File: config.mk
export PLATFORM = sky130hd
export DESIGN_NAME = fpc_console
export DESIGN_NICKNAME = d
export VERILOG_FILES = /design/src/verilog/fpc_pkg.sv /design/src/verilog/fpc_console.sv
export SDC_FILE = /design/constraint.sdc
export NUM_CORES = 1
export LEC_CHECK = 0
export BUFFER_PORTS_ARGS = -buffer_cell sky130_fd_sc_hd__buf_2
export CAP_MARGIN = 20
export CORE_MARGIN = 2
export CORE_UTILIZATION = 30
export DETAILED_ROUTE_END_ITERATION = 6
export MAX_ROUTING_LAYER = met4
export PLACE_DENSITY = 0.58
export SLEW_MARGIN = 5
export SYNTH_ARGS = -nofsm -noshare
export SYNTH_HDL_FRONTEND = slang
export SYNTH_SLANG_ARGS = --single-unit
File: constraint.sdc
create_clock -name mclk_in -period 3.8 [get_ports mclk_in]
set_clock_uncertainty 0.2 [all_clocks]
set_input_delay 0.57 -clock mclk_in [delete_from_list [all_inputs] [get_ports mclk_in]]
set_output_delay 0.57 -clock mclk_in [all_outputs]
set_load 0.1 [all_outputs]
File: src/verilog/fpc_pkg.sv
package fpc_pkg;
  localparam int WORD_W = 18;
  localparam int ADDR_W = 15;
  localparam int OPC_MSB = 17;
  localparam int OPC_LSB = 13;
  localparam logic [4:0] OPC_LOAD_ACC = 5'h0A;
  localparam logic [4:0] OPC_JUMP = 5'h1C;
  localparam logic [17:0] WORD_ZERO = 18'h00000;
  localparam logic [14:0] ADDR_ZERO = 15'h0000;
  localparam logic [14:0] ADDR_ONE = 15'h0001;
  localparam logic [1:0] TS_ONE = 2'h1;
  localparam logic [1:0] TS_TWO = 2'h2;
  localparam logic [1:0] TS_THREE = 2'h3;
  localparam logic [15:0] REPEAT_FAST = 16'h0100;
  localparam logic [15:0] REPEAT_SLOW = 16'hFFFF;
  typedef enum logic [1:0] {FPC_FETCH, FPC_EXECUTE} fpc_major_type;
  typedef enum logic [2:0] {
    FPC_OP_NONE, FPC_OP_DEP, FPC_OP_EXAM, FPC_OP_DEPN, FPC_OP_EXAMN, FPC_OP_EXEC
  } fpc_op_type;
  typedef enum logic [2:0] {
    FPC_IDLE, FPC_MEM_REQ, FPC_MEM_DONE, FPC_RUN_T1, FPC_RUN_T2, FPC_RUN_T3, FPC_HUNG
  } fpc_state_type;
endpackage : fpc_pkg

File: src/verilog/fpc_console.sv
`timescale 1ns/10ps
module fpc_console (
  input wire logic mclk_in,
  input wire logic rst_n_in,
  input wire logic key_reset_in,
  input wire logic key_start_in,
  input wire logic key_stop_in,
  input wire logic key_continue_in,
  input wire logic key_deposit_in,
  input wire logic key_examine_in,
  input wire logic key_deposit_next_in,
  input wire logic key_examine_next_in,
  input wire logic key_execute_in,
  input wire logic sw_repeat_in,
  input wire logic sw_speed_slow_in,
  input wire logic [fpc_pkg::ADDR_W-1:0] sw_address_in,
  input wire logic [fpc_pkg::WORD_W-1:0] sw_data_in,
  input wire logic [fpc_pkg::ADDR_W-1:0] mem_top_in,
  input wire logic mem_addr_ack_in,
  input wire logic [fpc_pkg::WORD_W-1:0] mem_rdata_in,
  output logic mem_request_out,
  output logic mem_write_out,
  output logic [fpc_pkg::WORD_W-1:0] mem_wdata_out,
  output logic [fpc_pkg::ADDR_W-1:0] memory_address_out,
  output logic [fpc_pkg::ADDR_W-1:0] console_address_out,
  output logic [fpc_pkg::WORD_W-1:0] memory_buffer_out,
  output logic [fpc_pkg::WORD_W-1:0] accumulator_out,
  output logic [fpc_pkg::WORD_W-1:0] instruction_out,
  output logic [fpc_pkg::ADDR_W-1:0] program_counter_out,
  output logic link_out,
  output logic run_out,
  output logic fetch_lamp_out,
  output logic execute_lamp_out,
  output logic [1:0] time_state_out
);
  import fpc_pkg::*;

  // ==========================================================
  // Input synchronisers
  // ==========================================================
  // Keys, switches and the memory answer are asynchronous pins.
  localparam int SYN_W = 13 + ADDR_W + WORD_W + ADDR_W + WORD_W;
  logic [SYN_W-1:0] sync_a;
  logic [SYN_W-1:0] sync_b;
  always_ff @(posedge mclk_in or negedge rst_n_in) begin
    if (!rst_n_in) begin
      sync_a <= '0;
      sync_b <= '0;
    end else begin
      sync_a <= {key_reset_in, key_start_in, key_stop_in, key_continue_in, key_deposit_in,
                 key_examine_in, key_deposit_next_in, key_examine_next_in, key_execute_in,
                 sw_repeat_in, sw_speed_slow_in, mem_addr_ack_in, 1'b0,
                 sw_address_in, sw_data_in, mem_top_in, mem_rdata_in};
      sync_b <= sync_a;
    end
  end
  logic k_reset, k_start, k_stop, k_cont, k_dep, k_exam, k_depn, k_examn, k_exec;
  logic s_repeat, s_slow, m_ack, unused_bit;
  logic [ADDR_W-1:0] s_addr, s_top;
  logic [WORD_W-1:0] s_data, m_rdata;
  assign {k_reset, k_start, k_stop, k_cont, k_dep, k_exam, k_depn, k_examn, k_exec,
          s_repeat, s_slow, m_ack, unused_bit, s_addr, s_data, s_top, m_rdata} = sync_b;

  // Edge detect on keys so that a held key fires once, repeat aside.
  logic [8:0] keys_prev;
  logic [8:0] keys_now;
  logic [8:0] key_rise;
  assign keys_now = {k_reset, k_start, k_stop, k_cont, k_dep, k_exam, k_depn, k_examn, k_exec};
  assign key_rise = keys_now & ~keys_prev;

  // ==========================================================
  // Processor and console state
  // ==========================================================
  fpc_state_type state, next_state;
  fpc_major_type major, next_major;
  fpc_op_type op, next_op;
  logic [1:0] ts, next_ts;
  logic run, next_run;
  logic req, next_req;
  logic wr, next_wr;
  logic link, next_link;
  logic [WORD_W-1:0] ir, next_ir, mb, next_mb, ac, next_ac;
  logic [ADDR_W-1:0] pc, next_pc, mo, next_mo, oa, next_oa;
  logic [15:0] rep_cnt, next_rep_cnt;
  logic [15:0] rep_limit;
  logic rep_fire;
  logic [4:0] opc;
  logic ack_prev;
  logic ack_rise;
  logic stop_pend, next_stop_pend;
  logic fetch_lamp, next_fetch_lamp;
  logic execute_lamp, next_execute_lamp;

  assign rep_limit = s_slow ? REPEAT_SLOW : REPEAT_FAST;
  assign rep_fire = s_repeat && (rep_cnt >= rep_limit);
  // Decode from the instruction register, since the buffer also carries operands.
  assign opc = ir[OPC_MSB:OPC_LSB];
  // The synchronised acknowledge lingers after the request drops, so only its rising
  // edge may close a memory cycle; a level test would take the previous answer.
  assign ack_rise = m_ack && !ack_prev;

  always_comb begin
    next_state = state;
    next_major = major;
    next_op = op;
    next_ts = ts;
    next_run = run;
    next_req = req;
    next_wr = wr;
    next_link = link;
    next_ir = ir;
    next_mb = mb;
    next_ac = ac;
    next_pc = pc;
    next_mo = mo;
    next_oa = oa;
    next_rep_cnt = (s_repeat && state == FPC_IDLE && !rep_fire) ? rep_cnt + 16'h0001 : 16'h0000;
    // A short stop press may fall inside a long memory wait, so it is held until T3.
    next_stop_pend = stop_pend
                     || (key_rise[6] && run && state inside {FPC_RUN_T1, FPC_RUN_T2, FPC_RUN_T3});
    case (state)
      FPC_IDLE: begin
        // Console keys only act while halted; repeat re-fires a held deposit, examine or execute key.
        if (key_rise[8]) begin
          next_major = FPC_EXECUTE;
          next_ts = TS_THREE;
          next_ir = WORD_ZERO;
          next_mb = WORD_ZERO;
          next_ac = WORD_ZERO;
          next_pc = ADDR_ZERO;
          next_link = 1'b0;
          next_mo = ADDR_ZERO;
        end else if (key_rise[7] || key_rise[5]) begin
          if (key_rise[7]) begin
            next_pc = s_addr;
            next_mo = s_addr;
          end
          next_run = 1'b1;
          next_major = FPC_FETCH;
          next_state = FPC_RUN_T1;
        end else if (key_rise[4] || (rep_fire && k_dep)) begin
          next_mb = s_data;
          next_oa = s_addr;
          next_mo = s_addr;
          next_op = FPC_OP_DEP;
          next_wr = 1'b1;
          next_req = 1'b1;
          next_state = FPC_MEM_REQ;
        end else if (key_rise[3] || (rep_fire && k_exam)) begin
          next_oa = s_addr;
          next_mo = s_addr;
          next_op = FPC_OP_EXAM;
          next_wr = 1'b0;
          next_req = 1'b1;
          next_state = FPC_MEM_REQ;
        end else if (key_rise[2] || (rep_fire && k_depn)) begin
          next_mb = s_data;
          next_oa = oa + ADDR_ONE;
          next_mo = oa + ADDR_ONE;
          next_op = FPC_OP_DEPN;
          next_wr = 1'b1;
          next_state = FPC_MEM_REQ;
          if (oa + ADDR_ONE > s_top) begin
            next_mb = WORD_ZERO;
            next_major = FPC_FETCH;
            next_ts = TS_TWO;
            next_run = 1'b1;
            next_wr = 1'b0;
            next_state = FPC_HUNG;
          end else begin
            next_req = 1'b1;
          end
        end else if (key_rise[1] || (rep_fire && k_examn)) begin
          next_oa = oa + ADDR_ONE;
          next_mo = oa + ADDR_ONE;
          next_op = FPC_OP_EXAMN;
          next_wr = 1'b0;
          next_req = 1'b1;
          next_state = FPC_MEM_REQ;
        end else if (key_rise[0] || (rep_fire && k_exec)) begin
          next_ir = s_data;
          next_mb = s_data;
          if (s_data[OPC_MSB:OPC_LSB] == OPC_LOAD_ACC) begin
            next_mo = ADDR_W'(s_data[OPC_LSB-1:0]);
            next_req = 1'b1;
          end
          next_op = FPC_OP_EXEC;
          next_major = FPC_EXECUTE;
          next_state = FPC_RUN_T1;
        end
      end
      FPC_MEM_REQ: begin
        if (ack_rise) begin
          next_req = 1'b0;
          next_wr = 1'b0;
          if (!wr) begin
            next_mb = m_rdata;
          end
          next_state = FPC_MEM_DONE;
        end
      end
      FPC_MEM_DONE: begin
        next_op = FPC_OP_NONE;
        next_major = FPC_FETCH;
        next_ts = TS_THREE;
        next_state = FPC_IDLE;
      end
      FPC_RUN_T1: begin
        next_ts = TS_ONE;
        if (major == FPC_FETCH) begin
          next_mo = pc;
          next_req = 1'b1;
        end
        next_state = FPC_RUN_T2;
      end
      FPC_RUN_T2: begin
        next_ts = TS_TWO;
        if (!req || ack_rise) begin
          next_req = 1'b0;
          if (req) begin
            next_mb = m_rdata;
            if (major == FPC_FETCH) begin
              next_ir = m_rdata;
            end
          end
          next_state = FPC_RUN_T3;
        end
      end
      FPC_RUN_T3: begin
        next_ts = TS_THREE;
        next_state = FPC_RUN_T1;
        if (major == FPC_FETCH) begin
          next_pc = pc + ADDR_ONE;
          next_mo = pc + ADDR_ONE;
          if (opc == OPC_JUMP) begin
            next_pc = ADDR_W'(ir[OPC_LSB-1:0]);
          end else if (opc == OPC_LOAD_ACC) begin
            next_mo = ADDR_W'(ir[OPC_LSB-1:0]);
            next_major = FPC_EXECUTE;
            next_req = 1'b1;
          end
        end else begin
          if (opc == OPC_LOAD_ACC) begin
            next_ac = mb;
          end
          next_major = FPC_FETCH;
          if (op == FPC_OP_EXEC) begin
            next_op = FPC_OP_NONE;
            next_state = FPC_IDLE;
          end
        end
        if (k_stop || stop_pend || !run) begin
          next_run = 1'b0;
          next_stop_pend = 1'b0;
          next_major = FPC_FETCH;
          next_req = 1'b0;
          if (op != FPC_OP_EXEC || major == FPC_EXECUTE) begin
            next_state = FPC_IDLE;
          end
        end
      end
      FPC_HUNG: begin
        if (k_stop && k_reset) begin
          next_run = 1'b0;
          next_state = FPC_IDLE;
          next_major = FPC_EXECUTE;
          next_ts = TS_THREE;
        end
      end
      default: next_state = FPC_IDLE;
    endcase
    next_fetch_lamp = (next_major == FPC_FETCH);
    next_execute_lamp = (next_major == FPC_EXECUTE);
  end

  // In the execute-load branch the request is raised in T3 and served in the next T2.
  always_ff @(posedge mclk_in or negedge rst_n_in) begin
    if (!rst_n_in) begin
      state <= FPC_IDLE;
      major <= FPC_EXECUTE;
      op <= FPC_OP_NONE;
      ts <= TS_THREE;
      run <= 1'b0;
      req <= 1'b0;
      wr <= 1'b0;
      link <= 1'b0;
      ir <= WORD_ZERO;
      mb <= WORD_ZERO;
      ac <= WORD_ZERO;
      pc <= ADDR_ZERO;
      mo <= ADDR_ZERO;
      oa <= ADDR_ZERO;
      rep_cnt <= 16'h0000;
      keys_prev <= 9'h000;
      ack_prev <= 1'b0;
      stop_pend <= 1'b0;
      fetch_lamp <= 1'b0;
      execute_lamp <= 1'b1;
    end else begin
      state <= next_state;
      major <= next_major;
      op <= next_op;
      ts <= next_ts;
      run <= next_run;
      req <= next_req;
      wr <= next_wr;
      link <= next_link;
      ir <= next_ir;
      mb <= next_mb;
      ac <= next_ac;
      pc <= next_pc;
      mo <= next_mo;
      oa <= next_oa;
      rep_cnt <= next_rep_cnt;
      keys_prev <= keys_now;
      ack_prev <= m_ack;
      stop_pend <= next_stop_pend;
      fetch_lamp <= next_fetch_lamp;
      execute_lamp <= next_execute_lamp;
    end
  end

  assign mem_request_out = req;
  assign mem_write_out = wr;
  assign mem_wdata_out = mb;
  assign memory_address_out = mo;
  assign console_address_out = oa;
  assign memory_buffer_out = mb;
  assign accumulator_out = ac;
  assign instruction_out = ir;
  assign program_counter_out = pc;
  assign link_out = link;
  assign run_out = run;
  assign fetch_lamp_out = fetch_lamp;
  assign execute_lamp_out = execute_lamp;
  assign time_state_out = ts;
endmodule : fpc_console

# Word-level counts from Yosys, hierarchy flattened

Cells that the tools add are included.
W data, S select, Z words.

$add $sub $neg: 3
Magnitude comparators: 2
Equality and inequality tests: 56
Mux-type cells: 135
Bitwise operators: 4
Reductions and logical operators: 54

Operator list:

| operator                | count |
|---|---|
| $mux W18                | 23 |
| $mux W15                | 21 |
| $pmux W18 S2            | 2 |
| $mux W3                 | 22 |
| $pmux W18 S3            | 1 |
| $pmux W15 S3            | 1 |
| $mux W2                 | 22 |
| $mux W1                 | 33 |
| $mux W16                | 2 |
| $add A15 B1 Y15 const B | 2 |
| $pmux W15 S2            | 1 |
| $ne A3 B3 Y1 const B    | 9 |
| $pmux W3 S6             | 1 |
| $add A16 B1 Y16 const B | 1 |
| $ge A16 B16 Y1          | 1 |
| $ne A2 B2 Y1 const B    | 8 |
| $ne A8 B2 Y1 const B    | 2 |
| $gt A15 B15 Y1          | 1 |
| $ne A3 B2 Y1 const B    | 5 |
| $reduce_bool A3 Y1      | 5 |
| $ne A2 B1 Y1 const B    | 7 |
| $eq A3 B3 Y1 const B    | 4 |
| $logic_and A1 B1 Y1     | 12 |
| $ne A3 B1 Y1 const B    | 4 |
| other kinds (36)        | 64 |

Register bits after elaboration: 297
Input bits: 80
Output and inout port bits: 125

# Longest topological paths before layout

Gate-level depths: netlist (run 1).

Depth in word-level cells: 14
Gate-level depth with buffers: 14
Gate-level depth less buffers: 13

# Least setup slack after synthesis (run 1)

No wires, ideal clock.

Path type: register to register
From: reg oa[0], in the netlist console_address_out[0]
To: reg mb[10], in the netlist mem_wdata_out[10]
Arrival: 4.305 ns
Data required time: 3.531 ns
Path slack: -0.774 ns
Stages on the path, launching flop included: 15
Cell sequence: dfrtp_1 > ha_1 > nand2_1 > nor3_1 > and3_1 > xor2_1 > ha_1 > nand4_1 > o211ai_1 > a221oi_1 > a22oi_1 > a311oi_2 > clkbuf_1 > a22o_1 > mux2_2

Cells in the longest elaborated chain, start to end: 9

Ends and longest elaborated chain:

| item                     | line               | text |
|---|---|---|
| start: declaration       | fpc_console.sv:83  | `logic [ADDR_W-1:0] pc, next_pc, mo, next_mo, oa, next_oa;` |
| start signal: assignment | fpc_console.sv:313 | `oa <= next_oa;` |
| $add A15 B1 Y15          | fpc_console.sv:163 | `if (oa + ADDR_ONE > s_top) begin` |
| $gt A15 B15 Y1           | fpc_console.sv:163 |  |
| $mux W18                 | fpc_console.sv:163 |  |
| $mux W18                 | fpc_console.sv:156 | `end else if (key_rise[2] \|\| (rep_fire && k_depn)) begin` |
| $mux W18                 | fpc_console.sv:149 | `end else if (key_rise[3] \|\| (rep_fire && k_exam)) begin` |
| $mux W18                 | fpc_console.sv:141 | `end else if (key_rise[4] \|\| (rep_fire && k_dep)) begin` |
| $mux W18                 | fpc_console.sv:133 | `end else if (key_rise[7] \|\| key_rise[5]) begin` |
| $mux W18                 | fpc_console.sv:124 | `if (key_rise[8]) begin` |
| $pmux W18 S3             | fpc_console.sv:121 | `case (state)` |
| end signal: assignment   | fpc_console.sv:309 | `mb <= next_mb;` |
| end: declaration         | fpc_console.sv:82  | `logic [WORD_W-1:0] ir, next_ir, mb, next_mb, ac, next_ac;` |

No other way between the ends. The select of a mux whose other input is x is not followed.
A chain may end at the register's enable or synchronous reset.

# Final worst setup path (run 1)

From: reg oa[1], in the netlist console_address_out[1]
To: reg mb[16], in the netlist mem_wdata_out[16]

The elaborated chain is that of the path after synthesis.

==> flow_summary.yaml, run 1 <==
cts:
  htreeDepth: 2
  insertion_delay_ns: 0.52
  cts_buffer_depth: 3
  cts_tree: "yes"
  cts.clk_slew.worst_paths_ns: 0.06
  cts_buffers: 35
  cts_sinks: 297
  cts-root-buf: "clkbuf_16"
sta:
  hold_viol: 0
  rsz0062_at_grt: "yes"
  fin_crit_sh_pct: 98.4
  maxSlewViolCount: 0
  fin_ws_ns: 0.0601
  slew_headroom_pct: 29.9
  setup_viol: 0
  fin_crit_ns: 3.74
  fmax_mhz: 267
  fin_tns_setup_ns: 0
  worst_pin_slew_ns: 1.05
route:
  avgViaCountPerCell: 4.87
  drtAntennaViolNets: 0
  drc: 4
  drt_first_pass_iters: 7
  drtIter0Drc: 602
  wirelength_um: 40500
  vias: 10244
  wl_per_cell_um: 19.3
power:
  clkPwrFrac_pct: 20.5
  max-vdd-ir-drop_mv: 1.10
  power_mw: 16.1
  power.leakage_nw: 7.88
  seqPwrFrac_pct: 28.4
  power.density_cell_area_mw_per_mm2: 935
  p_switching_mw: 8.22
  pwr-share-comb_pct: 51.2
  intPower_mw: 7.86
  switching_share_pct: 51.1
min_path:
  hold_start: "sync_a[24]"
  min_path_type: "reg2reg"
  hold_path_end: "sync_b[24]"
  hold_path_depth: 0
setup_path:
  reg2reg_to: "mem_wdata_out[16]"
  reg2reg_depth: 15
  crit_type: "reg2reg"
  worst_ep_required_time_ns: 4.00
  endpoint_kind: "flip-flop"
  crit_fanout: 18
  critPathLaunchType: "flip-flop"
  r2r_slack_ns: 0.06
  arrival_ns: 3.94
  r2r_start: "console_address_out[1]"
finish:
  final_cell_mix: "dfrtp_1, buf_2, nand2_1"
  ff_latch_area_mm2: 0.00746
  nFillCells: 4239
  final_cell_area_mm2: 0.0172
  final_nets: 1607
  layout_commonest_cell: "dfrtp_1"
  multiInputGateArea_mm2: 0.00529
  area.growth.synth_to_final_pct: 30.9
  drive_above_1_share_pct: 28.7
  layout.cells.non_filler: 2102
synth:
  synth_compound_area_share_pct: 14.5
  avgSynthCellArea_um2: 11.1
  synthArstFlopShare_pct: 100
  synth-xor-area-share_pct: 2.60
  syn_nets: 1299
  synthMuxAreaShare_pct: 6.93
  synth_fa_ha_area_share_pct: 3.14
  syn_area_mm2: 0.0131
  synth_top_area_share_pct: 55.8
  seq_area_frac_synth_pct: 56.6
  ys_ff_latch: 297
  syn-instance-count: 1186
  yosysTopAreaCell: "dfrtp_1"
  yosysWarningCount: 0
  synth_top_family_by_area: "compound AO/OA/AOI/OAI gates"
  synth_top_flop_cell: "dfrtp_1"
  ys_top_cells_by_area: "dfrtp_1, mux2_2, nand2_1, ha_1, o21ai_0"
  synth-edff-count: 0
  yosysUniqueCellTypes: 73
  synth_simple_gate_area_share_pct: 12.0
placement:
  gp_congestion: 0.906
  post-place-ws_ns: -0.0605
  place_hpwl_um: 28900
  dp.cells: 1954
  io_buffer_count: 203
  placed_area_mm2: 0.0151
global_route:
  grt_max_degree: 85
  grt_first_pass_wirelength_um: 62100
  antenna_found_initial: 0
  grt_usage_pct: 18.5
  overflow: 0
  grt_pass1_vias: 10348
floorplanning:
  start_util_pct: 30.4
  die_h_um: 213
  core_area_mm2: 0.0432
  rows: 76
  dieArea_mm2: 0.0455
  io_pins: 205
  die_x_um: 213
job:
  max_cap_viol_count: 0
outcome:
  status: "finished with violations"
  violations: "DRC"
[state kept, by name, indices dropped and copies added, names as in the netlist, 3 cells and up]
name / cells
sync_a: 78
memory_address_out: 15
program_counter_out: 15
accumulator_out: 18
keys_prev: 9
state: 3
console_address_out: 15
sync_b: 78
mem_wdata_out: 18
instruction_out: 18
op: 3
rep_cnt: 16
[per-layer routing]
layer | global-route usage (%) | vias to the layer above | wire, µm
li1 | - | 4835 | -
met1 | 23.4 | 5091 | 17600
met2 | 29.8 | 254 | 19900
met3 | 3.94 | 64 | 2030
met4 | 5.41 | 0 | 1040
met5 | - | - | 0
[power groups by stage]
stage / registers, mW / clock network (mW) / logic, mW
after floorplan: 7.50 / 0 / 3.30
after global placement: 4.60 / 0 / 8.01
after detailed placement: 4.61 / 0 / 8.06
after CTS: 4.56 / 3.39 / 8.16
after global routing: 4.65 / 3.53 / 8.66
final: 4.56 / 3.29 / 8.22
[layout make-up]
cell class	count	area share (%)
clock buffer	44	5.64
antenna	1	0.0145
timing repair buffer	349	14.1
sequential	297	43.4
multi-input combinational	769	30.7
inverter	42	0.916
clock inverter	15	0.909
tap	585	4.25
[worst max path at each step]
stage | to | slack [ns] | startpoint
3_5_place_dp | time_state_out[0] | -0.06 | console_address_out[0]
3_3_place_gp | time_state_out[0] | 0.02 | console_address_out[0]
5_1_grt | time_state_out[0] | -0.14 | console_address_out[1]
4_1_cts | time_state_out[0] | 0.02 | console_address_out[0]
2_1_floorplan | time_state_out[0] | 0.06 | console_address_out[0]
6_report | mem_wdata_out[16] | 0.06 | console_address_out[1]
[cells in the mapped netlist (23+ instances only)]
master	n
ha_1	33
inv_1	41
nand3_1	33
nand2_1	126
clkbuf_1	48
mux2_2	53
o21ai_0	78
xnor2_1	23
dfrtp_1	293
a21oi_1	60
nor2_1	79
a22o_1	25
[worst max-delay path, stage by stage (launching register included)]
cell      delay (ns)
dfrtp_4         0.41
buf_6           0.11
nand4_1         0.20
nor2_2          0.23
and3_4          0.24
xor2_2          0.07
ha_1            0.33
nand4_1         0.17
nor3_4          0.26
o31ai_2         0.10
a22oi_2         0.35
buf_4           0.19
a311oi_4        0.09
buf_12          0.19
a22o_1          0.20
mux2_4          0.26
[stage by stage]
step | utilization, % | hold WS (ns)
2_1_floorplan | - | 0.0744
3_3_place_gp | 35.1 | 0.133
3_5_place_dp | 35.1 | 0.135
4_1_cts | 39.5 | 0.148
5_1_grt | 39.8 | 0.152
6_report | 39.8 | 0.142
[logic make-up after synthesis]
| family | after synthesis |
|---|---|
| adder cells (fa/ha/maj) | 33 |
| XOR/XNOR | 39 |
| AO/OA/AOI/OAI | 280 |
| multiplexers | 79 |
| flip-flops | 297 |
| AND/OR/NAND/NOR | 337 |
| buffers and inverters | 120 |
| other | 1 |
[repair_timing]
| action | 4_1_cts | 5_1_grt |
|---|---|---|
| setup endpoints to repair | 2 | 40 |
| hold buffers | 79 | 0 |
| gates cloned | 0 | 0 |
| pin swaps | 2 | 16 |
| gates resized for setup | 0 | 20 |
| setup buffers | 2 | 7 |
| endpoints found under the hold margin | 154 | 0 |
Power figures use the tool's default switching activity.
==> inputs of run 2 (changes only) <==
- PLACE_DENSITY: 0.58 -> 0.57
- clock period: 3.8 -> 4.4 ns (I/O delays scaled with it)
==> flow_summary.yaml, run 2 (synthesis gave the netlist of run 1 again) <==
setup_path:
  endpoint_kind: "flip-flop"
  crit_fanout: 9
  arrival_ns: 4.32
  crit_type: "reg2reg"
  critPathLaunchType: "flip-flop"
  worst_ep_required_time_ns: 4.63
finish:
  final_nets: 1500
  ff_latch_area_mm2: 0.00744
  largest_registers: "sync_a (78), sync_b (78)"
  area.growth.synth_to_final_pct: 22.5
  layout_commonest_cell: "dfrtp_1"
  drive_above_1_share_pct: 27.1
  utilization_pct: 37.3
  final_cell_mix: "dfrtp_1, buf_2, nand2_1"
  diodes: 0
  nFillCells: 4343
  final_cell_area_mm2: 0.0161
  multiInputGateArea_mm2: 0.00518
sta:
  fmax_mhz: 245
  slew_headroom_pct: 31.4
  worst_pin_slew_ns: 1.03
  fin_tns_setup_ns: 0
  maxSlewViolCount: 0
  fin_crit_sh_pct: 92.9
  hold_viol: 0
  setup_viol: 0
  fin_crit_ns: 4.09
  rsz0062_at_grt: "no"
placement:
  placed_area_mm2: 0.0149
  place_hpwl_um: 28600
  gp_congestion: 0.925
  io_buffer_count: 203
global_route:
  grt_pass1_vias: 9957
  grt_max_degree: 113
  grt_first_pass_wirelength_um: 60200
  antenna_found_initial: 0
  grt_usage_pct: 18.2
  overflow: 0
cts:
  cts_buffers: 35
  cts_buffer_depth: 3
  insertion_delay_ns: 0.53
  holdBufCountCts: 0
  post-cts-setup-buffers: 0
  cts-root-buf: "clkbuf_16"
  cts_tree: "yes"
  htreeDepth: 2
  cts.clk_slew.worst_paths_ns: 0.06
  cts_sinks: 297
  ctsResizeCount: 0
power:
  power.density_cell_area_mw_per_mm2: 857
  power.leakage_nw: 7.40
  seqPwrFrac_pct: 28.5
  clkPwrFrac_pct: 22.2
  power_mw: 13.8
  p_switching_mw: 7.01
  pwr-share-comb_pct: 49.3
  switching_share_pct: 50.8
  intPower_mw: 6.80
  max-vdd-ir-drop_mv: 0.944
route:
  drtIter0Drc: 702
  drt_first_pass_iters: 5
  drc: 0
  wl_per_cell_um: 19.8
  wirelength_um: 39500
  avgViaCountPerCell: 4.93
  drtAntennaViolNets: 0
  vias: 9841
floorplanning:
  rows: 76
  die_x_um: 213
  io_pins: 205
  dieArea_mm2: 0.0455
  start_util_pct: 30.4
  core_area_mm2: 0.0432
  die_h_um: 213
job:
  max_cap_viol_count: 0
outcome:
  status: "finished clean"
min_path:
  min_path_type: "in2async"
## run 2: changes by cell type in the layout (fill, tap and decap cells not counted), moves of 4 or more
cell / before / now
dlygate4sd3_1: 79 / 0
buf_4: 56 / 35
dfrtp_1: 281 / 288
dfrtp_4: 5 / 0
buf_12: 8 / 4
clkbuf_1: 3 / 7
## run 2: power by group through the flow
stage	clock network (mW)	registers (mW)	logic, mW
CTS	3.16	3.95	6.82
finish	3.06	3.94	6.80
global route	3.29	4.03	7.15
detailed placement	0	3.99	6.80
global placement	0	3.98	6.75
floorplan	0	6.45	2.83
## run 2: metal layers
metal / track usage, % / wire length [µm] / part of all wire, %
met1: 23.2 / 17100 / 43
met2: 27.9 / 18500 / 47
met4: 7.93 / 1740 / 4.4
met3: 3.77 / 2150 / 5.4
met5: - / 0 / 0
## run 2: critical path: stages (launching register included)
cell and delay [ns]:
dfrtp_2 0.45, ha_1 0.24, nand2_1 0.12, nor3_1 0.19, buf_4 0.18, and3_1 0.21
xor2_1 0.20, ha_1 0.29, nand4_1 0.10, o211ai_1 0.10, a221oi_1 0.35, a22oi_1 0.21
buf_4 0.20, a31o_2 0.27, a211oi_1 0.41, a21boi_0 0.28
## run 2: worst paths after layout
kind                                           to  slack [ns]  depth (start not counted)              startpoint
worst max-delay path             execute_lamp_out        0.31                         15  console_address_out[0]
worst min-delay path                   sync_a[67]        0.02                          1                rst_n_in
worst max register to register   execute_lamp_out        0.31                         15  console_address_out[0]
worst min register to register         sync_b[78]        0.14                          0              sync_a[78]
max in group asynchronous       time_state_out[1]        2.96                          2                rst_n_in
min in group mclk_in                   sync_a[67]        0.03                          1         mem_addr_ack_in
## run 2: through the flow
step                      std cells  hold slack [ns]  worst slack (ns)
after global routing           1997         0.000225           0.00108
after detailed placement       1935            0.135             0.314
final                          1997           0.0184             0.312
after global placement         1935            0.133             0.427
after floorplan                1186            0.131             0.108
after CTS                      1997          0.00143             0.294
## run 2: final cells by class
| type | count | share of cell area (%) |
|---|---|---|
| clock buffer | 49 | 6.34 |
| inverter | 42 | 0.979 |
| timing repair buffer | 242 | 8.50 |
| sequential | 297 | 46.2 |
| multi-input combinational | 769 | 32.2 |
| clock inverter | 13 | 1.26 |
| tap | 585 | 4.55 |
==> inputs of run 3 (changes only) <==
- clock period: 4.4 -> 4.1 ns (I/O delays scaled with it)
==> flow_summary.yaml, run 3 (synthesis gave the netlist of run 1 again) <==
outcome:
  status: "finished clean"
job:
  max_cap_viol_count: 0
cts:
  cts_sinks: 297
  cts-root-buf: "clkbuf_16"
  cts.clk_slew.worst_paths_ns: 0.06
  cts_buffer_depth: 3
  cts_buffers: 34
  htreeDepth: 2
  cts_tree: "yes"
  insertion_delay_ns: 0.53
  post-cts-setup-buffers: 0
sta:
  fin_ws_ns: 0.207
  worst_pin_slew_ns: 1.01
  fin_crit_sh_pct: 95.0
  fin_crit_ns: 3.89
  slew_headroom_pct: 32.3
  maxSlewViolCount: 0
  fin_tns_setup_ns: 0
  rsz0062_at_grt: "no"
  hold_viol: 0
  setup_viol: 0
  fmax_mhz: 257
floorplanning:
  dieArea_mm2: 0.0455
  die_x_um: 213
  die_h_um: 213
  core_area_mm2: 0.0432
  io_pins: 205
  start_util_pct: 30.4
  rows: 76
setup_path:
  endpoint_kind: "flip-flop"
  crit_fanout: 18
  arrival_ns: 4.15
  critPathLaunchType: "flip-flop"
  worst_ep_required_time_ns: 4.36
  crit_type: "reg2reg"
  r2r_slack_ns: 0.21
placement:
  io_buffer_count: 203
  post-place-ws_ns: 0.129
  gp_congestion: 0.907
  place_hpwl_um: 28800
finish:
  area.growth.synth_to_final_pct: 29.0
  ff_latch_area_mm2: 0.00745
  drive_above_1_share_pct: 26.4
  nFillCells: 4234
  final_cell_mix: "dfrtp_1, buf_2, nand2_1"
  layout_commonest_cell: "dfrtp_1"
  final_nets: 1580
  multiInputGateArea_mm2: 0.00520
  largest_registers: "sync_a (78), sync_b (78)"
  diodes: 0
  utilization_pct: 39.3
power:
  power.density_cell_area_mw_per_mm2: 880
  max-vdd-ir-drop_mv: 1.13
  power.leakage_nw: 7.78
global_route:
  overflow: 0
  grt_first_pass_wirelength_um: 61000
  grt_max_degree: 96
  grt_pass1_vias: 10237
  antenna_found_initial: 0
  grt_usage_pct: 18.3
route:
  avgViaCountPerCell: 4.88
  wirelength_um: 39900
  drt_first_pass_iters: 7
  wl_per_cell_um: 19.2
  drtAntennaViolNets: 0
  drc: 0
  vias: 10132
  drtIter0Drc: 780
min_path:
  min_path_type: "in2reg"
run 3: cell types whose count changed in the layout (fill, tap and decap cells not counted), moves of 2 or more:
cell,change
nor3_1,-2
clkinv_2,+2
dfrtp_4,+3
buf_12,+2
clkbuf_1,-2
clkinvlp_4,-3
dfrtp_1,-3
buf_4,+2
dlygate4sd3_1,+76
run 3: path summary, 6_finish.rpt:
check	from	to	depth (start not counted)
setup reg to reg	console_address_out[1]	mem_wdata_out[17]	15
setup / recovery	console_address_out[1]	mem_wdata_out[17]	15
min in group asynchronous	rst_n_in	rep_cnt[7]	2
hold reg to reg	sync_a[40]	sync_b[40]	0
hold / removal	key_deposit_next_in	sync_a[72]	1
max in group asynchronous	rst_n_in	accumulator_out[11]	3
run 3: critical path: stages, from the launching register on:
cell and delay, ns:
dfrtp_4 0.44, ha_1 0.22, nand2_1 0.15, nor3_4 0.28, and3_1 0.24, xor2_1 0.22, ha_1 0.30, nand4_1 0.11
o211ai_1 0.12, a221oi_1 0.34, a22oi_2 0.17, buf_4 0.19, a311oi_2 0.29, buf_6 0.26, a22o_1 0.16, mux2_2 0.14
run 3: cell type report:
class                      count  share of cell area (%)
clock buffer                  47                    5.98
sequential                   297                    44.0
clock inverter                13                    1.17
tap                          585                    4.32
timing repair buffer         323                    13.0
multi-input combinational    769                    30.7
inverter                      42                   0.930
run 3: metal layers:
layer	global-route usage [%]	routed length [µm]
met5	-	0
met2	29.1	19300
met3	4.21	2300
met1	22.7	16900
met4	7.02	1450
run 3: timing repair:
item                       in CTS  in global routing
setup endpoints to repair       0                 20
hold endpoints to repair      157                  0
hold buffers                   76                  0
resized for setup               0                  5
run 3: per-stage QoR:
step / std cells / area [µm²] / hold WS (ns) / total power, mW
3_5_place_dp: 1939 / 15000 / 0.135 / 11.6
6_report: 2076 / 17000 / 0.0272 / 14.9
4_1_cts: 2075 / 16900 / 0.0000988 / 15.0
5_1_grt: 2076 / 17000 / 0.0000193 / 15.6
3_3_place_gp: 1939 / 15000 / 0.133 / 11.6
2_1_floorplan: 1186 / 13200 / 0.119 / 9.97
run 3: power by group:
group	total, mW	internal (mW)	switching, mW
Sequential	4.20	3.51	0.694
Combinational	7.46	1.82	5.64
Clock	3.26	2.04	1.21
Total	14.9	7.37	7.54
